===== config.mk =====
export PLATFORM = sky130hd
export DESIGN_NAME = stsc_scan
export DESIGN_NICKNAME = d
export VERILOG_FILES = /design/src/pkg/stsc_pkg.sv /design/src/stsc_scan.sv /design/src/stsc_measure.sv
export SDC_FILE = /design/constraint.sdc
export NUM_CORES = 1
export LEC_CHECK = 0
export ABC_AREA = 0
export BUFFER_PORTS_ARGS = -buffer_cell sky130_fd_sc_hd__buf_2
export CORE_MARGIN = 4
export CORE_UTILIZATION = 45
export CTS_CLUSTER_SIZE = 28
export DETAILED_ROUTE_END_ITERATION = 12
export GPL_TIMING_DRIVEN = 0
export PLACE_DENSITY_LB_ADDON = 0.3
export SLEW_MARGIN = 30
export SYNTH_ARGS = -nofsm -noshare
export SYNTH_HDL_FRONTEND = slang
export SYNTH_SLANG_ARGS = --single-unit

===== constraint.sdc =====
create_clock -name clk_sys -period 9.49 [get_ports clk_sys]
set_input_delay 0.4745 -clock clk_sys [delete_from_list [all_inputs] [get_ports clk_sys]]
set_output_delay 0.4745 -clock clk_sys [all_outputs]
set_load 0.005 [all_outputs]

===== src/pkg/stsc_pkg.sv =====
// constants, register map and types of the standby touch scan block
package stsc_pkg;
	// ************************************************************
	// register offsets
	// ************************************************************
	localparam logic [7:0] ADDR_INPUT_ENABLE = 8'h40;
	localparam logic [7:0] ADDR_SCAN_CONFIG = 8'h41;
	localparam logic [7:0] ADDR_GAIN_SELECT = 8'h42;
	localparam logic [7:0] ADDR_TOUCH_LIMIT = 8'h43;

	// ************************************************************
	// reset values and writable masks
	// ************************************************************
	localparam logic [7:0] RST_INPUT_ENABLE = 8'h00;
	localparam logic [7:0] RST_SCAN_CONFIG = 8'h39;
	localparam logic [7:0] RST_GAIN_SELECT = 8'h02;
	localparam logic [7:0] RST_TOUCH_LIMIT = 8'h40;
	localparam logic [7:0] MASK_INPUT_ENABLE = 8'h3F;
	localparam logic [7:0] MASK_GAIN_SELECT = 8'h07;
	localparam logic [7:0] MASK_TOUCH_LIMIT = 8'h7F;

	// ************************************************************
	// field positions of the scan configuration
	// ************************************************************
	localparam int ACCUM_BIT = 7;
	localparam int SAMPLES_LSB = 4;
	localparam int DURATION_LSB = 2;
	localparam int PERIOD_LSB = 0;

	// ************************************************************
	// timing
	// ************************************************************
	localparam int CLK_KHZ = 40000;
	localparam int SAMPLE_TIME_US = 320;
	localparam int SCAN_PERIOD_MS = 35;
	localparam int SAMPLE_CYC = (SAMPLE_TIME_US * CLK_KHZ) / 1000;
	localparam int PERIOD_CYC = SCAN_PERIOD_MS * CLK_KHZ;

	// ************************************************************
	// sizes
	// ************************************************************
	localparam int NUM_INPUTS = 6;
	localparam int DELTA_W = 16;
	localparam int ACC_W = 24;

	typedef enum logic [1:0] {
		ST_IDLE,
		ST_SAMPLE,
		ST_REST
	} stsc_state_t;
endpackage


===== src/stsc_scan.sv =====
// standby scan control: registers, sample sequencing, cycle timing
//
// How it works
// RULE1 - only inputs with their enable bit set are scanned in standby, none after reset.
// RULE2 - scanned inputs use the standby limit, sample count and gain settings only.
// RULE3 - the accumulate bit picks sum of samples instead of their mean for comparison.
// RULE4 - software should use accumulate only for proximity, as touches overflow the count.
// RULE5 - the sample-count field selects 1 to 128 samples in powers of two, default 8.
// RULE6 - all samples of one input are taken back to back and the result updates after.
// RULE7 - the duration field sets one sample to 320us, 640us, 1.28ms or 2.56ms.
// RULE8 - the period field sets the scan period to 35, 70, 105 or 140 ms.
// RULE9 - each period starts with sampling and spends the rest in low power.
// RULE10 - if sampling outlasts the period the period is stretched to fit.
// RULE11 - the gain field selects 128x down to 1x, default 32x.
// RULE12 - the gain scales each measured delta before comparison.
// RULE13 - a touch is flagged when the delta exceeds the 7-bit limit, reset 40h.
// RULE14 - unused register bits read zero and ignore writes.
`timescale 1ns/1ps
`default_nettype none
module stsc_scan #(
	parameter int SAMPLE_CYC = stsc_pkg::SAMPLE_CYC,
	parameter int PERIOD_CYC = stsc_pkg::PERIOD_CYC
) (
	// clock, reset, enable
	input wire logic clk_sys,
	input wire logic reset_n,
	input wire logic clk_en,
	// register port
	input wire logic [7:0] reg_addr,
	input wire logic reg_wr,
	input wire logic [7:0] reg_wdata,
	input wire logic reg_rd,
	output logic [7:0] reg_rdata,
	// power state
	input wire logic standby_active,
	output logic low_power,
	// analog front end
	output logic afe_sample,
	output logic [2:0] afe_input_sel,
	input wire logic signed [stsc_pkg::DELTA_W-1:0] afe_delta,
	// results
	output logic result_valid,
	output logic [2:0] result_input,
	output logic signed [7:0] result_delta,
	output logic [5:0] standby_touch
);
	// ************************************************************
	// helpers
	// ************************************************************
	// first enabled input at or after start; bit 3 set if none
	function automatic logic [3:0] find_enabled(input logic [5:0] en, input logic [3:0] start);
		logic [3:0] r;
		r = 4'h8;
		for (int i = 5; i >= 0; i--) begin
			if (en[i] && (4'(i) >= start)) begin
				r = 4'(i);
			end
		end
		return r;
	endfunction

	function automatic logic [31:0] sample_len(input logic [1:0] code);
		return 32'(SAMPLE_CYC) << code; // RULE7
	endfunction

	function automatic logic [31:0] period_len(input logic [1:0] code);
		return 32'(PERIOD_CYC) * (32'(code) + 32'd1); // RULE8
	endfunction

	// ************************************************************
	// registers
	// ************************************************************
	logic [7:0] enable_ff, nxt_enable;
	logic [7:0] config_ff, nxt_config;
	logic [7:0] gain_ff, nxt_gain;
	logic [7:0] limit_ff, nxt_limit;
	logic [7:0] rdata_ff, nxt_rdata;

	// write decode and registered read data
	always_comb begin
		nxt_enable = enable_ff;
		nxt_config = config_ff;
		nxt_gain = gain_ff;
		nxt_limit = limit_ff;
		nxt_rdata = rdata_ff;
		if (reg_wr) begin
			case (reg_addr)
				stsc_pkg::ADDR_INPUT_ENABLE: nxt_enable = reg_wdata & stsc_pkg::MASK_INPUT_ENABLE; // RULE14
				stsc_pkg::ADDR_SCAN_CONFIG: nxt_config = reg_wdata;
				stsc_pkg::ADDR_GAIN_SELECT: nxt_gain = reg_wdata & stsc_pkg::MASK_GAIN_SELECT; // RULE14
				stsc_pkg::ADDR_TOUCH_LIMIT: nxt_limit = reg_wdata & stsc_pkg::MASK_TOUCH_LIMIT; // RULE14
				default: nxt_rdata = rdata_ff;
			endcase
		end
		if (reg_rd) begin
			case (reg_addr)
				stsc_pkg::ADDR_INPUT_ENABLE: nxt_rdata = enable_ff;
				stsc_pkg::ADDR_SCAN_CONFIG: nxt_rdata = config_ff;
				stsc_pkg::ADDR_GAIN_SELECT: nxt_rdata = gain_ff;
				stsc_pkg::ADDR_TOUCH_LIMIT: nxt_rdata = limit_ff;
				default: nxt_rdata = 8'h00;
			endcase
		end
	end

	always_ff @(posedge clk_sys) begin
		if (!reset_n) begin
			enable_ff <= stsc_pkg::RST_INPUT_ENABLE; // RULE1
			config_ff <= stsc_pkg::RST_SCAN_CONFIG;
			gain_ff <= stsc_pkg::RST_GAIN_SELECT;
			limit_ff <= stsc_pkg::RST_TOUCH_LIMIT;
			rdata_ff <= 8'h00;
		end else if (clk_en) begin
			enable_ff <= nxt_enable;
			config_ff <= nxt_config;
			gain_ff <= nxt_gain;
			limit_ff <= nxt_limit;
			rdata_ff <= nxt_rdata;
		end
	end

	// ************************************************************
	// settings fields
	// ************************************************************
	logic accumulate;
	logic [2:0] samples_code;
	logic [1:0] duration_code;
	logic [1:0] period_code;

	assign accumulate = config_ff[stsc_pkg::ACCUM_BIT];
	assign samples_code = config_ff[stsc_pkg::SAMPLES_LSB +: 3];
	assign duration_code = config_ff[stsc_pkg::DURATION_LSB +: 2];
	assign period_code = config_ff[stsc_pkg::PERIOD_LSB +: 2];

	// ************************************************************
	// scan sequencer
	// ************************************************************
	stsc_pkg::stsc_state_t state_ff, nxt_state;
	logic [31:0] sample_cnt_ff, nxt_sample_cnt;
	logic [31:0] period_cnt_ff, nxt_period_cnt;
	logic [7:0] taken_ff, nxt_taken;
	logic [2:0] sel_ff, nxt_sel;
	logic signed [stsc_pkg::ACC_W-1:0] acc_ff, nxt_acc;
	logic [5:0] touch_ff, nxt_touch;
	logic valid_ff, nxt_valid;
	logic signed [7:0] delta_ff, nxt_delta;
	logic [2:0] res_sel_ff, nxt_res_sel;
	logic low_ff, nxt_low;
	logic signed [stsc_pkg::ACC_W-1:0] acc_sum;
	logic signed [7:0] meas_delta;
	logic meas_touch;
	logic [3:0] first_in;
	logic [3:0] next_in;

	assign acc_sum = acc_ff + stsc_pkg::ACC_W'(afe_delta);
	assign first_in = find_enabled(enable_ff[5:0], 4'd0); // RULE1
	assign next_in = find_enabled(enable_ff[5:0], 4'(sel_ff) + 4'd1);

	// judges the sum including the sample being taken now
	stsc_measure u_measure (
		.acc(acc_sum),
		.samples_code(samples_code), // RULE2 RULE5
		.accumulate(accumulate),
		.gain_code(gain_ff[2:0]),
		.limit(limit_ff[6:0]),
		.delta(meas_delta),
		.touch(meas_touch)
	);

	// period counter keeps running through sampling, so overrun stretches the period
	always_comb begin
		nxt_state = state_ff;
		nxt_sample_cnt = sample_cnt_ff;
		nxt_period_cnt = period_cnt_ff + 32'd1;
		nxt_taken = taken_ff;
		nxt_sel = sel_ff;
		nxt_acc = acc_ff;
		nxt_touch = touch_ff;
		nxt_valid = 1'b0;
		nxt_delta = delta_ff;
		nxt_res_sel = res_sel_ff;
		nxt_low = 1'b0;
		case (state_ff)
			stsc_pkg::ST_IDLE: begin
				nxt_period_cnt = 32'd0;
				if (standby_active && !first_in[3]) begin
					nxt_state = stsc_pkg::ST_SAMPLE; // RULE9
					nxt_sel = first_in[2:0];
					nxt_sample_cnt = 32'd0;
					nxt_taken = 8'd0;
					nxt_acc = '0;
				end
			end
			stsc_pkg::ST_SAMPLE: begin
				nxt_sample_cnt = sample_cnt_ff + 32'd1;
				if (!standby_active) begin
					nxt_state = stsc_pkg::ST_IDLE;
				end else if (sample_cnt_ff + 32'd1 >= sample_len(duration_code)) begin
					nxt_sample_cnt = 32'd0;
					if (taken_ff + 8'd1 == (8'd1 << samples_code)) begin // RULE5 RULE6
						nxt_touch[sel_ff] = meas_touch; // RULE13
						nxt_valid = 1'b1;
						nxt_delta = meas_delta;
						nxt_res_sel = sel_ff;
						nxt_taken = 8'd0;
						nxt_acc = '0;
						if (next_in[3]) begin
							nxt_state = stsc_pkg::ST_REST; // RULE9
							nxt_low = 1'b1;
						end else begin
							nxt_sel = next_in[2:0]; // RULE6
						end
					end else begin
						nxt_taken = taken_ff + 8'd1;
						nxt_acc = acc_sum; // RULE6
					end
				end
			end
			stsc_pkg::ST_REST: begin
				nxt_low = 1'b1;
				if (!standby_active) begin
					nxt_state = stsc_pkg::ST_IDLE;
					nxt_low = 1'b0;
				end else if (period_cnt_ff + 32'd1 >= period_len(period_code)) begin // RULE10
					nxt_state = stsc_pkg::ST_IDLE;
					nxt_low = 1'b0;
				end
			end
			default: nxt_state = stsc_pkg::ST_IDLE;
		endcase
	end

	always_ff @(posedge clk_sys) begin
		if (!reset_n) begin
			state_ff <= stsc_pkg::ST_IDLE;
			sample_cnt_ff <= 32'd0;
			period_cnt_ff <= 32'd0;
			taken_ff <= 8'd0;
			sel_ff <= 3'd0;
			acc_ff <= '0;
			touch_ff <= 6'd0;
			valid_ff <= 1'b0;
			delta_ff <= 8'sd0;
			res_sel_ff <= 3'd0;
			low_ff <= 1'b0;
		end else if (clk_en) begin
			state_ff <= nxt_state;
			sample_cnt_ff <= nxt_sample_cnt;
			period_cnt_ff <= nxt_period_cnt;
			taken_ff <= nxt_taken;
			sel_ff <= nxt_sel;
			acc_ff <= nxt_acc;
			touch_ff <= nxt_touch;
			valid_ff <= nxt_valid;
			delta_ff <= nxt_delta;
			res_sel_ff <= nxt_res_sel;
			low_ff <= nxt_low;
		end
	end

	// ************************************************************
	// outputs
	// ************************************************************
	logic afe_ff;

	always_ff @(posedge clk_sys) begin
		if (!reset_n) begin
			afe_ff <= 1'b0;
		end else if (clk_en) begin
			afe_ff <= (nxt_state == stsc_pkg::ST_SAMPLE);
		end
	end

	assign reg_rdata = rdata_ff;
	assign low_power = low_ff;
	assign afe_sample = afe_ff;
	assign afe_input_sel = sel_ff;
	assign result_valid = valid_ff;
	assign result_input = res_sel_ff;
	assign result_delta = delta_ff;
	assign standby_touch = touch_ff;
endmodule
`default_nettype wire


===== src/stsc_measure.sv =====
// combines accumulated samples, scales by gain, compares to the touch limit
`timescale 1ns/1ps
`default_nettype none
module stsc_measure (
	// accumulated samples
	input wire logic signed [stsc_pkg::ACC_W-1:0] acc,
	// settings
	input wire logic [2:0] samples_code,
	input wire logic accumulate,
	input wire logic [2:0] gain_code,
	input wire logic [6:0] limit,
	// result
	output logic signed [7:0] delta,
	output logic touch
);
	logic signed [stsc_pkg::ACC_W-1:0] combined;
	logic signed [31:0] scaled;

	// mean is a power-of-two shift, so no divider is needed
	always_comb begin
		if (accumulate) begin // RULE3
			combined = acc;
		end else begin
			combined = acc >>> samples_code; // RULE3
		end
		// code 0 is 128x, code 7 is 1x
		scaled = 32'(combined) <<< (3'd7 - gain_code); // RULE11 RULE12
		// saturate like an 8-bit delta count; sums of real touches clip here
		if (scaled > 32'sd127) begin
			delta = 8'sd127;
		end else if (scaled < -32'sd128) begin
			delta = -8'sd128;
		end else begin
			delta = scaled[7:0];
		end
		touch = (delta > $signed({1'b0, limit})); // RULE13
	end
endmodule
`default_nettype wire


==> impl_metrics.csv <==
group,metric,value,unit
job,maxCapViolations,0,
power,p_sw,0.4144,mW
hold_path,worstHoldPathCells,3,
yosys,ys.flop_type,"dfxtp_1",
drt,wl_per_cell,20.23,µm
critical_path,arrival,8200,ps
floorplan,fp-row-count,62,
finish,final_cell_mix,"233 x nand2_1, 211 x nor2_1, 153 x dfxtp_1",
clocking,cts_tree,"yes",
outcome,run_status,"complete, no violations",
sta,setup_tns,0,ps
floorplan,core,28860,µm²
drt,drtAntennaViolNets,0,
finish,fin_area,14620,µm²
sta,slew_violations,0,
finish,layout-drive-gt1-share,7.113,%
critical_path,worst_setup_path_start_kind,"flop",
sta,maxSlewHeadroom,31.97,%
critical_path,slowest_stage,"nor3_1",
yosys,syn_avg_cell_area,7.228,µm²
yosys,synth.cell_area,13210,µm²
grt,grt_pass1_wl,72.99,mm
power,powerDensity,102.9,nW/µm²
power,finalPower,1.505,mW
grt,grt.overflow.total,0,
sta,fin_crit,7826,ps
yosys,ys_warn_count,0,
hold_path,min_from,"reg_wdata[6]",
sta,fin_skew,11.48,ps
yosys,netlist_instances,1827,
clocking,hold_buffers,0,
placement,place_congestion,1.008,
power,clkPwrFrac,46.9,%
critical_path,critPathMaxStageDelay,610,ps
critical_path,path_max_fanout,10,
yosys,ys_seq_area_share,23.19,%
power,seq_power_share,42.7,%
clocking,cts_root_buf,"clkbuf_16",
grt,antenna_found_initial,2,
sta,grt_setup_unrepaired,"false",
clocking,ctsResizeCount,0,
critical_path,reg2reg_slack,1660,ps
finish,fill_cells,2912,
sta,period_share,82.46,%
power,p_sw_share,27.54,%
placement,place_area,14030,µm²
floorplan,die_h,179.3,µm
sta,tightest_slew,1013,ps
yosys,synthArstFlopShare,0,%
drt,wl,46.74,mm
yosys,ys_seq_elements,153,
clocking,cts_buffer_depth,2,
drt,first_pass_iters,8,
finish,fin_nets,2030,
hold_path,min_path_type,"primary input to flop",
critical_path,r2r-end,"standby_touch[5]",
clocking,cts_sinks,153,
floorplan,boundaryPins,69,
sta,max_freq,0.1278,GHz
yosys,synth_nets,1944,
sta,setup_viol,0,
floorplan,start_util,45.76,%
yosys,synth_enable_flop_cells,0,
clocking,clock_latency,450,ps
finish,num_antenna_cells,0,
critical_path,r2r_cells,30,
sta,timing.final.hold_violations,0,
floorplan,fp.dieArea,32150,µm²
critical_path,cpMostUsedCell,"nand2b_1",
yosys,synth_cell_types,92,
critical_path,r2r_start,"acc_ff[0]",
power,pwr-share-comb,10.5,%
clocking,cts_setup_buffers,0,
clocking,cts_buffers,17,
grt,grt_usage,28.45,%
drt,via_per_inst,6.408,
power,vdd.ir_drop.worst,0.0001180,V
clocking,h-tree-depth,4,
placement,hpwl,35.28,mm
power,p_int,1.090,mW
grt,grt_pass1_vias,13760,
drt,route.detailed.drc,0,
critical_path,crit_type,"flop to flop",
drt,num_vias,14800,
placement,port_buffers,67,
clocking,clk_pin_slew_worst_paths,70,ps
critical_path,required,9860,ps
critical_path,end_kind,"flop",
grt,grt_max_degree,17,
finish,final_common_cell,"nand2_1",
hold_path,min_to,"limit_ff[6]",
floorplan,die_w,179.3,µm
finish,area_growth,10.73,%
drt,drt_iter0_drc,1717,
power,leakagePower,5.762,nW
## worst max-delay path: cells and delay by family, from the launching register on
kind	cells	cell delay (ps)
buffers and inverters	3	470
AND/OR/NAND/NOR	11	2450
flip-flops	1	330
AO/OA/AOI/OAI	11	2950
multiplexers	2	660
adder cells (fa/ha/maj)	3	880
## per-stage QoR
stage          instances  worst slack [ps]  hold slack (ps)  utilization, %
2_1_floorplan       1827              2899            429.1               -
3_3_place_gp        2278              1684            441.6           48.59
3_5_place_dp        2278              1673            449.2           48.61
4_1_cts             2310              1814            292.8           50.65
5_1_grt             2310              1103            301.8           50.68
6_report            2310              1664            297.3           50.68
## synth_stat cells (34+ instances only)
cell,instances,area [µm²]
o21ai_0,99,495.5
inv_1,56,210.2
dfxtp_1,153,3063
clkbuf_1,94,352.8
nand2_1,233,874.6
mux2i_1,39,390.4
a21oi_1,132,660.6
nor3_1,67,335.3
xnor2_1,42,367.9
ha_1,78,975.9
nor2_1,211,792.0
xor2_1,34,297.8
nand3_1,78,390.4
## layer usage
metal	part of all wire, %	vias up	track usage, %
li1	-	6956	-
met1	40	6983	35.28
met2	48	695	48.96
met3	6.9	165	3.922
met4	4.3	4	13.04
met5	0.081	-	0
## power groups by stage
stage	Sequential (mW)	Clock (mW)	Combinational, mW
floorplan	0.657	0	0.0984
global placement	0.657	0	0.151
detailed placement	0.657	0	0.152
CTS	0.642	0.709	0.153
global route	0.642	0.738	0.169
finish	0.642	0.705	0.157
## registers in the layout, indices dropped and copies added, names as in the netlist
name and count:
taken_ff 8, enable_ff 6, result_delta 8, result_valid 1
low_power 1, standby_touch 6, sample_cnt_ff 32, afe_sample 1
limit_ff 7, state_ff 2, acc_ff 24, result_input 3
gain_ff 3, period_cnt_ff 32, reg_rdata 8, afe_input_sel 3
config_ff 8
## cell families (layout without fill, tap and decap cells)
family | Yosys count | count (layout) | synth area share [%]
compound gates | 544 | 544 | 28.11
xor+xnor | 76 | 76 | 5.040
fa+ha+maj | 79 | 79 | 7.541
buf+inv | 167 | 266 | 4.851
flops | 153 | 153 | 23.19
mux | 50 | 50 | 4.405
simple gates | 758 | 758 | 26.86
## worst max-delay path by stage
stage | start | endpoint | slack (ps) | depth (start not counted)
after floorplan | afe_delta[0] | standby_touch[0] | 2900 | 30
final | acc_ff[0] | standby_touch[5] | 1660 | 30
after detailed placement | afe_delta[0] | standby_touch[0] | 1670 | 31
after CTS | acc_ff[0] | standby_touch[5] | 1810 | 30
after global routing | acc_ff[0] | standby_touch[5] | 1100 | 30
after global placement | afe_delta[11] | standby_touch[0] | 1680 | 29
## final cells by class
type | count | area (µm²) | share of cell area, %
flip-flops and latches | 153 | 3063 | 20.94
clock buffers | 20 | 446.7 | 3.054
well taps | 384 | 480.5 | 3.285
repair buffers | 67 | 335.3 | 2.293
clock inverters | 12 | 141.4 | 0.9668
multi-input cells | 1507 | 9517 | 65.08
plain buffers | 106 | 411.6 | 2.815
inverters | 61 | 229.0 | 1.566
No activity file was read; power rests on OpenSTA's default activity.
